[config.mk]
export PLATFORM = sky130hd
export DESIGN_NAME = reset_watchdog_suspend_ctrl
export DESIGN_NICKNAME = d
export VERILOG_FILES = /design/src/shared/rst_wdt_pkg.sv /design/src/reset_watchdog_suspend_ctrl.sv
export VERILOG_INCLUDE_DIRS = /design/src /design/src/shared
export SDC_FILE = /design/constraint.sdc
export NUM_CORES = 1
export LEC_CHECK = 0
export ABC_AREA = 1
export BUFFER_PORTS_ARGS = -buffer_cell sky130_fd_sc_hd__buf_2
export CORE_MARGIN = 1
export CORE_UTILIZATION = 55
export CTS_BUF_LIST = sky130_fd_sc_hd__clkbuf_8
export DETAILED_ROUTE_END_ITERATION = 10
export GPL_TIMING_DRIVEN = 0
export PLACE_DENSITY = 0.79
export SYNTH_ARGS = -nofsm -noshare
export SYNTH_HDL_FRONTEND = slang
export SYNTH_SLANG_ARGS = --single-unit
export TNS_END_PERCENT = 20
[constraint.sdc]
create_clock -name core_clk_i -period 1.9 [get_ports core_clk_i]
set_input_delay 0.285 -clock core_clk_i [delete_from_list [all_inputs] [get_ports core_clk_i]]
set_output_delay 0.285 -clock core_clk_i [all_outputs]
set_load 0.02 [all_outputs]
[src/shared/rst_wdt_regs.svh]
// Functional notes
// [RULE1] Any reset clears registers, addresses, stacks
// [RULE2] Status bit 4 power-on, bit 6 watchdog
// [RULE3] Fetch starts at address zero after reset
// [RULE4] Reset entry pushes nothing onto stack
// [RULE5] Power-on holds semi-suspend, CPU stopped
// [RULE6] After release: 1 ms locked, 95 ms wait
// [RULE7] Bus reset aborts semi-suspend, starts CPU
// [RULE8] Aborting bus reset leaves its interrupt pending
// [RULE9] Any restart register write clears watchdog
// [RULE10] Watchdog fires 8 ms after last clear
// [RULE11] Watchdog loads status with 010X0001
// [RULE12] Watchdog reset held 2 ms, then fetch
// [RULE13] Watchdog clears USB device addresses
// [RULE14] Firmware ignores watchdog flag when power-on set
// [RULE15] Suspend bit stops clocks and timers
// [RULE16] Only GPIO interrupt or USB activity wakes
// [RULE17] Firmware sets run with suspend bit
// [RULE18] Operational 1 ms after oscillator stable; code counts the 1 ms from the wake event, then waits for osc_stable_i
// [RULE19] Next instruction runs before pending interrupts
// [RULE20] Firmware writes 09h to FFh to suspend
// [RULE21] Power-on release from synchronised good input
`ifndef RST_WDT_REGS_SVH
`define RST_WDT_REGS_SVH
`define ADDR_WDT_RESTART 8'h26
`define ADDR_PSC         8'hff
`define ADDR_USB_IE      8'h20
`define PSC_RUN_BIT      0
`define PSC_SUSPEND_BIT  3
`define PSC_POR_BIT      4
`define PSC_WDR_BIT      6
`define PSC_RST_VAL      8'h11
`define PSC_WDR_VAL      8'h41
`define PSC_WR_MASK      8'h0d
`define USB_IE_BUSRST    0
`define RESET_PC         14'h0000
`define RESET_SP         8'h00
`define CLK_HZ           20000000
`define T_LOCK_US        1000
`define T_SEMI_US        95000
`define T_WATCH_US       8000
`define T_WDR_HOLD_US    2000
`define T_WAKE_US        1000
`define CYC_US(t)        (((t) * (`CLK_HZ / 1000000)))
`endif

[src/shared/rst_wdt_pkg.sv]
package rst_wdt_pkg;
   // Sequencer states, one-hot
   typedef enum logic [5:0] {
      ST_POR   = 6'h01,
      ST_LOCK  = 6'h02,
      ST_SEMI  = 6'h04,
      ST_RUN   = 6'h08,
      ST_WDR   = 6'h10,
      ST_SLEEP = 6'h20
   } seq_state_e;
   typedef logic [7:0] reg_byte_t;
endpackage : rst_wdt_pkg

[src/reset_watchdog_suspend_ctrl.sv]
// The strobed register port was left to the implementer.
`timescale 1ns/1ns
`include "rst_wdt_regs.svh"
module reset_watchdog_suspend_ctrl #(
   parameter int LOCK_CYC = `CYC_US(`T_LOCK_US),     // Uninterruptible part
   parameter int SEMI_CYC = `CYC_US(`T_SEMI_US),     // Semi-suspend wait
   parameter int WDT_CYC  = `CYC_US(`T_WATCH_US),    // Watchdog timeout
   parameter int WDRH_CYC = `CYC_US(`T_WDR_HOLD_US), // Watchdog reset hold
   parameter int WAKE_CYC = `CYC_US(`T_WAKE_US)      // Wake settle time
) (
   input  wire logic                   core_clk_i,
   input  wire logic                   rst_n_i,
   input  wire logic                   power_good_i,
   input  wire logic                   osc_stable_i,
   input  wire logic                   usb_bus_reset_i,
   input  wire logic                   usb_activity_i,
   input  wire logic                   gpio_wake_irq_i,
   input  wire logic [7:0]             addr_i,
   input  wire logic [7:0]             wdata_i,
   input  wire logic                   wr_i,
   input  wire logic                   rd_i,
   output logic      [7:0]             rdata_o,
   output logic                        cpu_run_o,
   output logic                        sys_rst_o,
   output logic      [13:0]            reset_pc_o,
   output logic      [7:0]             program_stack_pointer_o,
   output logic      [7:0]             data_stack_pointer_o,
   output logic                        clear_usb_addr_o,
   output logic                        int_disable_o,
   output logic                        osc_enable_o,
   output logic                        bus_reset_pending_o,
   output logic                        bus_reset_ie_o
);
   import rst_wdt_pkg::*;

   // Whole state of the block
   typedef struct packed {
      logic        pg_meta;      // Synchroniser first stage
      logic        pg_sync;      // Synchroniser second stage
      seq_state_e  state;        // Sequencer state
      logic [31:0] cnt;          // Sequencer timer
      logic [31:0] watchdog_counter; // Watchdog timer
      reg_byte_t   psc;          // Status and control
      logic        bus_ie;       // Bus reset interrupt enable
      logic        bus_pend;     // Bus reset interrupt pending
      reg_byte_t   rdata;        // Read data
      logic        run;          // CPU clocked
      logic        srst;         // Core reset
      logic        clr_addr;     // USB address clear
      logic        osc_en;       // Oscillator enable
   } st_s;

   st_s cur;   // Registered state
   st_s nxt;   // Next state

   // Full-condition for a power-on release
   logic good;
   assign good = cur.pg_sync;

   // Next-state logic
   always_comb begin
      nxt = cur;
      nxt.rdata    = 8'h00;
      nxt.clr_addr = 1'b0;
      // RULE21 synchronised release
      nxt.pg_meta = power_good_i & osc_stable_i;
      nxt.pg_sync = cur.pg_meta;
      if (cur.cnt != 32'h0) begin
         nxt.cnt = cur.cnt - 32'h1;
      end
      // Register reads
      if (rd_i) begin
         case (addr_i)
            `ADDR_PSC:    nxt.rdata = cur.psc;
            `ADDR_USB_IE: nxt.rdata = {7'h00, cur.bus_ie};
            default:      nxt.rdata = 8'h00;
         endcase
      end
      // Register writes
      if (wr_i && addr_i == `ADDR_USB_IE) begin
         nxt.bus_ie = wdata_i[`USB_IE_BUSRST];
      end
      // RULE9 restart clears watchdog
      if (wr_i && addr_i == `ADDR_WDT_RESTART) begin
         nxt.watchdog_counter = 32'h0;
      end else if (cur.state == ST_RUN) begin
         nxt.watchdog_counter = cur.watchdog_counter + 32'h1;
      end
      case (cur.state)
         // RULE5 semi-suspend while power-on held
         ST_POR: begin
            nxt.run  = 1'b0;
            nxt.srst = 1'b1;
            if (good) begin
               // RULE6 start lock period
               nxt.state = ST_LOCK;
               nxt.cnt   = 32'(LOCK_CYC - 1);
            end
         end
         ST_LOCK: begin
            if (cur.cnt == 32'h0) begin
               nxt.state = ST_SEMI;
               nxt.cnt   = 32'(SEMI_CYC - 1);
            end
         end
         ST_SEMI: begin
            // RULE7 bus reset aborts wait
            if (usb_bus_reset_i || cur.cnt == 32'h0) begin
               nxt.state = ST_RUN;
               nxt.run   = 1'b1;
               nxt.srst  = 1'b0;
               nxt.watchdog_counter = 32'h0;
            end
            // RULE8 keep bus reset pending
            if (usb_bus_reset_i) begin
               nxt.bus_pend = 1'b1;
            end
         end
         ST_RUN: begin
            if (wr_i && addr_i == `ADDR_PSC) begin
               nxt.psc = (cur.psc & ~`PSC_WR_MASK) | (wdata_i & `PSC_WR_MASK);
               // RULE15 suspend stops clocks
               if (wdata_i[`PSC_SUSPEND_BIT]) begin
                  nxt.state = ST_SLEEP;
                  nxt.run   = 1'b0;
               end
            end
            // RULE10 rollover fires reset
            if (cur.watchdog_counter >= 32'(WDT_CYC - 1)) begin
               nxt.state = ST_WDR;
               nxt.cnt   = 32'(WDRH_CYC - 1);
               nxt.run   = 1'b0;
               nxt.srst  = 1'b1;
               // RULE11 status 010X0001, RULE2 cause bit
               nxt.psc   = `PSC_WDR_VAL | (cur.psc & (8'h1 << `PSC_POR_BIT));
               // RULE13 clear USB addresses
               nxt.clr_addr = 1'b1;
               nxt.bus_ie   = 1'b0;
               nxt.bus_pend = 1'b0;
            end
         end
         // RULE12 hold watchdog reset
         ST_WDR: begin
            if (cur.cnt == 32'h0) begin
               nxt.state = ST_RUN;
               nxt.run   = 1'b1;
               nxt.srst  = 1'b0;
               nxt.watchdog_counter = 32'h0;
            end
         end
         ST_SLEEP: begin
            // RULE16 wake sources, RULE18 settle
            if (cur.cnt == 32'h0 && cur.psc[`PSC_SUSPEND_BIT]) begin
               if (gpio_wake_irq_i || usb_activity_i) begin
                  nxt.psc[`PSC_SUSPEND_BIT] = 1'b0;
                  nxt.cnt = 32'(WAKE_CYC - 1);
               end
            end else if (cur.cnt == 32'h0 && osc_stable_i) begin
               // RULE19 CPU resumes without reset
               nxt.state = ST_RUN;
               nxt.run   = cur.psc[`PSC_RUN_BIT];
            end
         end
         default: nxt.state = ST_POR;
      endcase
      // RULE1 power loss restores all defaults
      if (!good && cur.state != ST_POR) begin
         nxt.state            = ST_POR;
         nxt.psc              = `PSC_RST_VAL;
         nxt.run              = 1'b0;
         nxt.srst             = 1'b1;
         nxt.bus_ie           = 1'b0;
         nxt.bus_pend         = 1'b0;
         nxt.watchdog_counter = 32'h0;
         nxt.cnt              = 32'h0;
      end
      // Address clear stands during any core reset
      nxt.clr_addr = nxt.clr_addr | nxt.srst;
      // Oscillator stops only while suspend is in force
      nxt.osc_en = (nxt.state != ST_SLEEP) | ~nxt.psc[`PSC_SUSPEND_BIT];
   end

   // State register
   always_ff @(posedge core_clk_i or negedge rst_n_i) begin
      if (!rst_n_i) begin
         // RULE1 defaults on reset
         cur          <= '0;
         cur.state    <= ST_POR;
         cur.psc      <= `PSC_RST_VAL;
         cur.srst     <= 1'b1;
         cur.clr_addr <= 1'b1;
         cur.osc_en   <= 1'b1;
      end else begin
         cur <= nxt;
      end
   end

   // Outputs straight from flip-flops, except the constant fetch address and stack pointers
   assign rdata_o             = cur.rdata;
   assign cpu_run_o           = cur.run;
   assign sys_rst_o           = cur.srst;
   // RULE3 RULE4 fetch from zero, no push
   assign reset_pc_o          = `RESET_PC;
   assign program_stack_pointer_o = `RESET_SP;
   assign data_stack_pointer_o    = `RESET_SP;
   assign clear_usb_addr_o    = cur.clr_addr;
   assign int_disable_o       = cur.srst;
   assign osc_enable_o        = cur.osc_en;
   assign bus_reset_pending_o = cur.bus_pend;
   assign bus_reset_ie_o      = cur.bus_ie;

   // RULE10 watchdog fires on timeout
   property p_wdt_fire;
      @(posedge core_clk_i) disable iff (!rst_n_i)
         (cur.state == ST_RUN && cur.watchdog_counter >= 32'(WDT_CYC - 1) && good) |=> cur.state == ST_WDR;
   endproperty
   a_wdt_fire: assert property (p_wdt_fire) else $error("watchdog did not fire"); // RULE10
   // RULE9 restart clears counter
   property p_restart;
      @(posedge core_clk_i) disable iff (!rst_n_i)
         (wr_i && addr_i == `ADDR_WDT_RESTART) |=> cur.watchdog_counter == 32'h0;
   endproperty
   a_restart: assert property (p_restart) else $error("restart write ignored"); // RULE9
   // RULE11 status pattern
   property p_wdr_psc;
      @(posedge core_clk_i) disable iff (!rst_n_i)
         $rose(cur.state == ST_WDR) |-> (cur.psc & 8'hef) == `PSC_WDR_VAL;
   endproperty
   a_wdr_psc: assert property (p_wdr_psc) else $error("bad status after watchdog"); // RULE11
   // RULE13 addresses cleared
   property p_wdr_addr;
      @(posedge core_clk_i) disable iff (!rst_n_i)
         $rose(cur.state == ST_WDR) |-> clear_usb_addr_o;
   endproperty
   a_wdr_addr: assert property (p_wdr_addr) else $error("addresses not cleared"); // RULE13
   // RULE7 abort starts CPU
   property p_abort;
      @(posedge core_clk_i) disable iff (!rst_n_i)
         (cur.state == ST_SEMI && usb_bus_reset_i && good) |=> cpu_run_o && bus_reset_pending_o;
   endproperty
   a_abort: assert property (p_abort) else $error("bus reset did not start CPU"); // RULE7
   // RULE5 CPU stopped in power-on and lock states
   property p_por_hold;
      @(posedge core_clk_i) disable iff (!rst_n_i)
         (cur.state == ST_POR || cur.state == ST_LOCK) |-> !cpu_run_o;
   endproperty
   a_por_hold: assert property (p_por_hold) else $error("CPU ran during power-on"); // RULE5
   // RULE6 lock not interrupted
   property p_lock;
      @(posedge core_clk_i) disable iff (!rst_n_i)
         (cur.state == ST_LOCK && cur.cnt != 32'h0 && good) |=> cur.state == ST_LOCK;
   endproperty
   a_lock: assert property (p_lock) else $error("lock period broken"); // RULE6
   // RULE15 sleep keeps CPU stopped
   property p_sleep;
      @(posedge core_clk_i) disable iff (!rst_n_i)
         (cur.state == ST_SLEEP) |-> !cpu_run_o ##1 $stable(cur.watchdog_counter);
   endproperty
   a_sleep: assert property (p_sleep) else $error("activity during suspend"); // RULE15
   // Main scenarios
   c_abort: cover property (@(posedge core_clk_i) cur.state == ST_SEMI ##1 cur.state == ST_RUN);
   c_wdr:   cover property (@(posedge core_clk_i) cur.state == ST_WDR ##1 cur.state == ST_RUN);
   c_sleep: cover property (@(posedge core_clk_i) cur.state == ST_SLEEP ##1 cur.state == ST_RUN);
endmodule : reset_watchdog_suspend_ctrl

==> results of run 1 <==
-- stage by stage --
stage               hold WS [ns]  setup TNS [ns]  instances  power, mW  area (um2)
floorplan                -0.0106         -0.0130        789       3.13        5790
global placement           0.335          -28.98        956       3.39        6130
detailed placement         0.335          -12.81        957       3.43        6160
CTS                       0.0962          -0.493        992       4.95        6690
global route               0.107          -10.22       1014       5.47        7060
finish                     0.111           -4.08       1014       5.23        7060
-- flip-flops by register name, summed over array words and instances, names as in the netlist --
signal and flops:
cur 76, clear_usb_addr_o 1, cpu_run_o 1, bus_reset_ie_o 1, osc_enable_o 1, int_disable_o 1
good 1, rdata_o 6, bus_reset_pending_o 1
-- metal layers --
layer / track usage (%) / vias to the layer above
met5: 0 / -
met2: 47.6 / 274
li1: - / 2629
met3: 4.77 / 59
met4: 13.4 / 0
met1: 36.1 / 2608
-- synthesized netlist by cell type (8+ instances only) --
cell type	n	area [um2]
a21oi_1	26	130
dfrtp_1	83	2080
nand4_1	30	188
nor2_2	9	56.3
buf_4	42	315
xor2_1	34	298
nand2_1	150	563
nor3_1	21	105
inv_1	57	214
o21ai_0	13	65.1
inv_2	8	30.0
nor2_1	159	597
nand3_1	42	210
xnor2_1	9	78.8
-- area by class of cell --
type | count | share of cell area, %
inverter | 67 | 3.67
multi-input combinational | 583 | 46.0
timing repair buffer | 77 | 7.57
clock buffer | 10 | 1.95
clock inverter | 6 | 0.957
buffer | 49 | 5.71
sequential | 89 | 31.8
tap | 133 | 2.36
-- power by group through the flow --
stage,clock [mW],combinational [mW],sequential (mW)
after global placement,0,1.20,2.19
after detailed placement,0,1.23,2.20
final,1.38,1.65,2.20
after CTS,1.38,1.40,2.17
after floorplan,0,0.966,2.16
after global routing,1.47,1.79,2.20
-- worst register-to-register path, stage by stage (launching register included) --
cell and delay, ns:
dfrtp_1 0.44, nor2_2 0.19, nand2_2 0.10, nor2_4 0.18
nand2_2 0.10, nor2_4 0.13, buf_6 0.14, nand3_1 0.09
nand2_1 0.13, nand4_1 0.15, nand2_2 0.20, o21ai_1 0.09
-- final timing paths --
check                        endpoint  cells after the start
setup / recovery              cur[67]                     11
setup reg to reg              cur[67]                     11
hold / removal                cur[93]                      3
max in group asynchronous     cur[66]                      3
min in group asynchronous  rdata_o[4]                      2
hold reg to reg                  good                      0
-- logic make-up after synthesis --
group	after synthesis
and+or+nand+nor	452
xor gates and xnor gates	43
DFF	89
AOI/OAI and AO/OA	54
buffers and inverters	117
adders and majority gates	3
other	1
-- timing repair --
| action | 4_1_cts | 5_1_grt |
|---|---|---|
| setup endpoints to repair | 72 | 77 |
| buffers inserted | 19 | 21 |
| hold endpoints to repair | 39 | 0 |
| hold buffers | 1 | 0 |
| pin swaps | 12 | 19 |
| resized for setup | 49 | 58 |
| gates cloned | 0 | 1 |
==> impl_metrics.yaml, run 1 <==
critical_path:
  crit_path_end_kind: "flop"
  cp_max_fo: 6
  cp-start-kind: "flop"
  path_buf_inv: 1
  cp_data_arrival_time_ns: 2.30
  r2r_slack_ns: -0.15
  cp.required_ns: 2.15
  max_stage_delay_ns: 0.44
  r2r_start: "cur[59]"
  crit_chain: "nor2_2, nand2_2, nor2_4, nand2_2, nor2_4, buf_6, nand3_1, nand2_1, nand4_1, nand2_2, o21ai_1"
  critical_path_class: "flop to flop"
  critPathTopFamily: "simple AND/OR/NAND/NOR gates"
  cp_slowest_cell: "dfrtp_1"
  cpMostUsedCell: "nand2_2"
  crit_start: "cur[59]"
drt:
  drt_iter0_drc: 344
  wl_mm: 15.2
  met2_length_mm: 7.46
  m1WireLength_mm: 6.10
  routed_via_density: 5.49
  routed.top_layer: "met4"
  vias: 5570
  dr.pass1.iters: 8
  route.detailed.drc: 0
  ant_nets: 0
  wl_per_cell_um: 15.0
  dr_wl_met3_mm: 1.11
yosys:
  syn_inst: 759
  synth_compound_area_share_pct: 5.20
  synthXorXnorAreaFrac_pct: 6.66
  synth_top_family_by_area: "simple AND/OR/NAND/NOR gates"
  synth_mux_area_share_pct: 0
  synthAdderAreaFrac_pct: 0.663
  yosys.area_share.simple_pct: 36.9
  synthesis.area_per_instance_um2: 7.45
  ys_ff_latch: 89
  synth_cell_types: 43
  ys_async_sr_fraction_pct: 100
  yosysWarnings: 0
  syn-cell-area_um2: 5660
  synth_ff_type: "dfrtp_1"
  ys_seq_area_share_pct: 39.5
  synth_edf_count: 0
clock_network:
  cts_root_buf: "clkbuf_8"
  worstSkewPairLatency_ns: 0.37
  clk_pin_slew_ns: 0.10
  clock_path_buffers: 2
  cts_buffers: 9
  cts_num_sinks: 89
  h-tree-depth: 3
  cts_tree: "built"
power_and_ir_drop:
  switchingPower_mw: 1.89
  power.share.clock_pct: 26.4
  power_frac_comb_pct: 31.6
  peakVddDrop_mv: 0.454
  power_density_nw_per_um2: 741
  leakagePower_nw: 3.43
  switching_share_pct: 36.1
  sequentialPowerShare_pct: 42.0
  p_int_mw: 3.34
sta:
  slew_viol_final: 0
  slew_headroom_pct: 59.6
  max_freq_mhz: 489
  setup_ws_ns: -0.146
  setup_viol: 60
  tightest_slew_ns: 0.607
  rsz0062_at_grt: "yes"
  fin_crit_sh_pct: 108
  skew_ns: 0.0174
  min_period_ns: 2.05
  hold_viol: 0
grt:
  gr-total-overflow: 0
  grt_pass1_wl_mm: 23.2
  grt_usage_pct: 28.5
  grt_max_degree: 47
  grt_pass1_vias: 5137
  antenna_found_initial: 0
cells_and_area:
  final_common_cell: "nand2_1"
  multi_input_area_um2: 3250
  n_antenna_cell: 0
  area.growth.synth_to_final_pct: 24.7
  utilization_pct: 71.6
  layout.area.seq_um2: 2240
  mostFrequentLayoutCells: "140 x nand2_1, 136 x nor2_1, 80 x buf_4, 76 x dfrtp_1, 54 x inv_1"
  fin_nets: 904
  drive_above_1_share_pct: 28.5
  fillers: 725
floorplan:
  die_w_um: 103
  io_pins: 70
  die_y_um: 103
  core_um2: 9860
  dieArea_um2: 10700
  rows: 36
  start_util_pct: 57.4
placed_design:
  pre_cts_ws_ns: -0.359
  hpwl_mm: 10.3
  port-buffer-count: 34
  gp_congestion: 0.950
outcome:
  status: "finished with violations"
  violations: "setup timing"
worst_hold_path:
  hp-start: "power_good_i"
  hp-class: "primary input to flop"
run:
  max_cap_viol_count: 0
Power figures use the tool's default switching activity.
==> run 2, diff against run 1 <==
--- a/config.mk
+++ b/config.mk
@@ -14,6 +14,7 @@
 export DETAILED_ROUTE_END_ITERATION = 10
 export GPL_TIMING_DRIVEN = 0
 export PLACE_DENSITY = 0.79
+export SKIP_CTS_REPAIR_TIMING = 1
 export SYNTH_ARGS = -nofsm -noshare
 export SYNTH_HDL_FRONTEND = slang
 export SYNTH_SLANG_ARGS = --single-unit
==> run 2 against run 1 <==
Compared with the run above:
- the run still ends with setup timing left
- highest routed layer unchanged
- count of clock-buffer cells in the layout unchanged
- via count decreased by 4.5%
- register-to-register slack got worse by 0.04 ns
- maximum frequency decreased by 1.9%
- sequential share of layout area increased by 1.3 points
- sequential power about the same
- final area decreased by 4.3%
- total power decreased by 3.9%
- largest cell class unchanged
==> impl_metrics.yaml, run 2 (synthesis results as in run 1) <==
clock_network:
  clk_pin_slew_ns: 0.10
  cts_tree: "built"
  cts_root_buf: "clkbuf_8"
  clock_path_buffers: 2
  cts_buffers: 9
  worstSkewPairLatency_ns: 0.37
  cts_num_sinks: 89
  h-tree-depth: 3
cells_and_area:
  largest_register_ffs: 76
  fin_nets: 880
  area.growth.synth_to_final_pct: 19.4
  drive_above_1_share_pct: 24.9
  top_register: "cur"
  final_common_cell: "nor2_1"
  n_antenna_cell: 0
  mostFrequentLayoutCells: "142 x nor2_1, 141 x nand2_1, 82 x dfrtp_1, 56 x buf_4, 54 x inv_1"
placed_design:
  pre_cts_ws_ns: -0.359
  hpwl_mm: 10.3
  port-buffer-count: 34
  gp_congestion: 0.950
sta:
  max_freq_mhz: 480
  setup_viol: 56
  slew_viol_final: 0
  fin_crit_sh_pct: 110
  tightest_slew_ns: 0.608
  hold_viol: 0
  skew_ns: 0.0166
  slew_headroom_pct: 59.5
  setup_ws_ns: -0.185
  rsz0062_at_grt: "yes"
  min_period_ns: 2.09
critical_path:
  cp-start-kind: "flop"
  r2r_start: "cur[55]"
  cp.required_ns: 2.16
  cp_data_arrival_time_ns: 2.35
  r2r_slack_ns: -0.19
  critical_path_class: "flop to flop"
  reg2reg_depth: 13
  r2r_end: "cur[62]"
  cp_max_fo: 8
  crit_path_end_kind: "flop"
worst_hold_path:
  hp-start: "power_good_i"
  hp-class: "primary input to flop"
  whs_path_depth: 3
  hold-path-endpoint: "cur[93]"
grt:
  grt_max_degree: 47
  antenna_found_initial: 0
  grt_pass1_vias: 4964
  grt_pass1_wl_mm: 22.4
  grt_usage_pct: 27.4
  gr-total-overflow: 0
drt:
  ant_nets: 0
  routed.top_layer: "met4"
  wl_per_cell_um: 14.2
  dr.pass1.iters: 5
  routed_via_density: 5.37
  route.detailed.drc: 0
  m1WireLength_mm: 6.05
  met2_length_mm: 6.81
  drt_iter0_drc: 238
  dr_wl_met3_um: 801
  vias: 5319
  wl_mm: 14.1
outcome:
  status: "finished with violations"
  violations: "setup timing"
power_and_ir_drop:
  leakagePower_nw: 3.29
  peakVddDrop_mv: 0.384
  power_density_nw_per_um2: 744
  power_frac_comb_pct: 29.5
  p_int_mw: 3.25
  p_total_mw: 5.03
  sequentialPowerShare_pct: 43.4
  switchingPower_mw: 1.77
  switching_share_pct: 35.3
  power.share.clock_pct: 27.1
floorplan:
  io_pins: 70
  rows: 36
  die_w_um: 103
  dieArea_um2: 10700
  core_um2: 9860
  start_util_pct: 57.4
  die_y_um: 103
run:
  max_cap_viol_count: 0
## run 2: cell types whose count changed in the layout (fill, tap and decap cells not counted), sizes merged
cell,delta
inv,-1
clkinv,+1
buf,-24
## run 2: layout make-up
cell class | instances | area, um2
repair buffers | 53 | 342
inverters | 67 | 262
clock inverters | 6 | 67.6
flip-flops and latches | 89 | 2240
multi-input cells | 583 | 3150
clock buffers | 10 | 138
fillers | 792 | 3110
well taps | 133 | 166
plain buffers | 49 | 397
## run 2: power groups by stage
stage / logic (mW) / registers [mW] / clock network, mW
2_1_floorplan: 0.966 / 2.16 / 0
3_3_place_gp: 1.20 / 2.19 / 0
3_5_place_dp: 1.23 / 2.20 / 0
4_1_cts: 1.24 / 2.16 / 1.38
5_1_grt: 1.65 / 2.19 / 1.47
6_report: 1.48 / 2.18 / 1.36
## run 2: worst max path at each step
stage / endpoint / start
2_1_floorplan: cur[54] / cur[54]
3_3_place_gp: cur[72] / cur[54]
3_5_place_dp: cur[54] / cur[54]
4_1_cts: cur[54] / cur[54]
5_1_grt: cur[62] / cur[55]
6_report: cur[62] / cur[55]
## run 2: per-stage QoR
stage | utilization [%] | hold WS (ns) | cells | TNS [ns] | cell area [um2]
finish | 68.5 | 0.112 | 990 | -5.04 | 6760
global route | 68.5 | 0.108 | 990 | -12.28 | 6760
CTS | 64.5 | -0.0687 | 973 | -14.43 | 6370
detailed placement | 62.5 | 0.335 | 957 | -12.81 | 6160
global placement | 62.2 | 0.335 | 956 | -28.98 | 6130
floorplan | - | -0.0106 | 789 | -0.0130 | 5790
## run 2: routing by layer
| metal | global-route usage, % | vias to the layer above |
|---|---|---|
| met5 | 0 | - |
| met4 | 11.2 | 0 |
| met2 | 46.0 | 200 |
| met3 | 4.10 | 40 |
| li1 | - | 2583 |
| met1 | 35.7 | 2496 |
## run 2: critical path, stage by stage, from the launching register on
cell and delay, ns:
dfrtp_1 0.41, inv_2 0.09, ha_4 0.18, nand2_4 0.07, nor2_4 0.19, nand2_2 0.09
nor2_4 0.14, buf_6 0.16, nand3_2 0.08, nand2_2 0.08, nand4_1 0.17, buf_4 0.20
nand4_1 0.07, nand2_1 0.05
==> run 3, diff against run 2 <==
--- a/config.mk
+++ b/config.mk
@@ -6,13 +6,13 @@
 export SDC_FILE = /design/constraint.sdc
 export NUM_CORES = 1
 export LEC_CHECK = 0
-export ABC_AREA = 1
 export BUFFER_PORTS_ARGS = -buffer_cell sky130_fd_sc_hd__buf_2
 export CORE_MARGIN = 1
-export CORE_UTILIZATION = 55
+export CORE_UTILIZATION = 54
 export CTS_BUF_LIST = sky130_fd_sc_hd__clkbuf_8
 export DETAILED_ROUTE_END_ITERATION = 10
 export GPL_TIMING_DRIVEN = 0
+export MAX_ROUTING_LAYER = met4
 export PLACE_DENSITY = 0.79
 export SKIP_CTS_REPAIR_TIMING = 1
 export SYNTH_ARGS = -nofsm -noshare
==> run 3 against run 2 <==
Compared with the run above:
- the run still ends with setup timing left
- clock skew down 0.0056 ns
- sequential cell count unchanged
- sequential power down 3%
- synthesized cell count down 27%
- worst setup slack worse by 0.79 ns
- synthesized area down 8.7%
- routed wire length down 8.3%
- critical endpoint is now cur[54]
- largest power group unchanged
==> impl_metrics.yaml, run 3 <==
outcome:
  status: "finished with violations"
  violations: "setup timing"
grt:
  grtUsageMet1_pct: 32.7
  grt_max_degree: 73
  top_usage_layer: "met2"
  met3_usage_pct: 4.11
  met2_usage_pct: 43.6
  grt_usage_pct: 26.3
  gr-total-overflow: 0
  grt_pass1_vias: 4278
  grt_pass1_wl_mm: 20.2
  antenna_found_initial: 0
critical_path:
  crit_path_end_kind: "flop"
  crit_chain: "inv_1, ha_2, or3b_4, or4_4, buf_8, nor4_4, buf_6, inv_4, ha_4, nand2_2, o2111ai_2, o221a_2"
  cp_data_arrival_time_ns: 3.13
  cp_slowest_cell: "or4_4"
  critPathTopFamily: "simple AND/OR/NAND/NOR gates"
  max_stage_delay_ns: 0.44
  cp-start-kind: "flop"
  critical_path_class: "flop to flop"
  cp.required_ns: 2.15
  r2r_start: "cur[54]"
  path_buf_inv: 4
  crit_start: "cur[54]"
  cp_max_fo: 6
cells_and_area:
  drive_above_1_share_pct: 26.6
  area.growth.synth_to_final_pct: 22.3
  fin_nets: 684
  n_antenna_cell: 0
  mostFrequentLayoutCells: "82 x dfrtp_1, 74 x nor2_1, 59 x buf_4, 37 x nand2_1, 36 x buf_2"
  largest_register_ffs: 76
  layout.area.seq_um2: 2240
  top_register: "cur"
  fillers: 717
  final_common_cell: "dfrtp_1"
  multi_input_area_um2: 2820
  fin_cells: 790
drt:
  wl_mm: 12.9
  wl_per_cell_um: 16.3
  route.detailed.drc: 0
  vias: 4529
  ant_nets: 0
  dr.pass1.iters: 5
  drt_iter0_drc: 252
  routed_via_density: 5.73
yosys:
  ys_seq_area_share_pct: 43.3
  synth_cell_types: 65
  synthAdderAreaFrac_pct: 0.727
  synthXorXnorAreaFrac_pct: 9.83
  ys_ff_latch: 89
  synth_top_area_share_pct: 40.2
  yosys.area_share.simple_pct: 26.9
  ys_async_sr_fraction_pct: 100
  synth_mux_area_share_pct: 0.388
  synth_compound_area_share_pct: 10.7
  synth_top_family_by_area: "simple AND/OR/NAND/NOR gates"
  yosysMostFrequentCell: "dfrtp_1"
  synth_commonest_cells: "83 x dfrtp_1, 76 x nor2_1, 39 x buf_4"
  yosysWarnings: 0
  synth_top_area_cell: "dfrtp_1"
  syn_inst: 556
  synth_edf_count: 0
  synth.top_cells.by_area: "dfrtp_1 40%, buf_4 5.7%, nor2_1 5.5%"
  synth_ff_type: "dfrtp_1"
  synthesis.area_per_instance_um2: 9.29
  syn-cell-area_um2: 5170
sta:
  setup_viol: 79
  skew_ns: 0.0111
  setup_ws_ns: -0.978
  hold_viol: 0
  fin_hold_ws_ns: 0.141
  min_period_ns: 2.88
  slew_headroom_pct: 25.8
  slew_viol_final: 0
  tightest_slew_ns: 1.10
  max_freq_mhz: 348
  fin_crit_sh_pct: 151
  rsz0062_at_grt: "yes"
power_and_ir_drop:
  power_frac_comb_pct: 22.4
  sequentialPowerShare_pct: 45.7
  leakagePower_nw: 2.85
  switching_share_pct: 31.3
  peakVddDrop_mv: 0.446
  power_density_nw_per_um2: 734
  p_int_mw: 3.19
  switchingPower_mw: 1.45
  power.share.clock_pct: 31.9
placed_design:
  gp_congestion: 0.924
  dp_cells: 750
  hpwl_mm: 8.74
  port-buffer-count: 34
clock_network:
  clk_pin_slew_ns: 0.09
  cts_tree: "built"
  cts_num_sinks: 89
  worstSkewPairLatency_ns: 0.36
  h-tree-depth: 3
  clock_path_buffers: 2
  cts_buffers: 9
  cts_root_buf: "clkbuf_8"
floorplan:
  start_util_pct: 55.9
  die_y_um: 99.8
  die_w_um: 99.8
  rows: 35
  dieArea_um2: 9960
  io_pins: 70
  core_um2: 9240
worst_hold_path:
  hp-start: "power_good_i"
  hp-class: "primary input to flop"
run:
  max_cap_viol_count: 0
==> run 3: cell count changes after synthesis, moves of 8 or more <==
cell	previous run	this run
xnor2_1	9	29
nor2_1	159	76
nand3_1	42	25
nand2_1	150	38
nand4_1	30	11
nor2_2	9	0
inv_2	8	0
inv_1	57	14
nor4_1	6	19
==> run 3: worst register-to-register path: stages, from the launching register on <==
cell	delay [ns]
dfrtp_1	0.41
inv_1	0.07
ha_2	0.16
or3b_4	0.41
or4_4	0.44
buf_8	0.16
nor4_4	0.26
buf_6	0.18
inv_4	0.04
ha_4	0.21
nand2_2	0.06
o2111ai_2	0.10
o221a_2	0.26
==> run 3: final timing paths <==
kind	slack, ns	cells after the start	endpoint
min reg2reg	0.36	0	good
max in group asynchronous	0.88	3	int_disable_o
min in group asynchronous	0.35	2	cur[28]
min	0.14	2	cur[93]
max	-0.98	12	cur[54]
max reg2reg	-0.98	12	cur[54]
==> run 3: metrics by stage <==
step | total power, mW | instance area [um2] | setup TNS [ns] | util (%) | setup slack (ns)
finish | 4.64 | 6320 | -63.15 | 68.4 | -0.978
global route | 4.82 | 6320 | -72.66 | 68.4 | -1.09
CTS | 4.44 | 5880 | -90.68 | 63.7 | -1.45
detailed placement | 2.98 | 5660 | -89.80 | 61.2 | -1.43
global placement | 2.93 | 5630 | -107.07 | 60.9 | -1.44
floorplan | 2.74 | 5300 | -43.28 | - | -0.945
==> run 3: per-layer routing <==
metal	vias up	part of all wire (%)
met3	45	5.5
li1	2113	-
met2	179	50
met4	0	2.6
met5	-	0
met1	2192	42
==> run 3: cells by family after synthesis <==
| family | count (synthesis) |
|---|---|
| DFF | 89 |
| other | 1 |
| muxes | 2 |
| AOI/OAI and AO/OA | 80 |
| buffers and inverters | 69 |
| adders and majority gates | 3 |
| xor gates and xnor gates | 58 |
| and+or+nand+nor | 254 |
==> run 3: area by class of cell <==
| type | count | area share [%] |
|---|---|---|
| flip-flops and latches | 89 | 35.4 |
| inverters | 14 | 0.871 |
| clock inverters | 7 | 1.60 |
| repair buffers | 59 | 6.63 |
| clock buffers | 9 | 1.96 |
| multi-input cells | 428 | 44.7 |
| well taps | 129 | 2.55 |
| plain buffers | 55 | 6.32 |
==> run 3: power groups by stage <==
| stage | combinational (mW) | sequential, mW | clock, mW |
|---|---|---|---|
| finish | 1.04 | 2.12 | 1.48 |
| global route | 1.12 | 2.14 | 1.56 |
| CTS | 0.837 | 2.11 | 1.49 |
| detailed placement | 0.829 | 2.15 | 0 |
| global placement | 0.795 | 2.14 | 0 |
| floorplan | 0.627 | 2.12 | 0 |
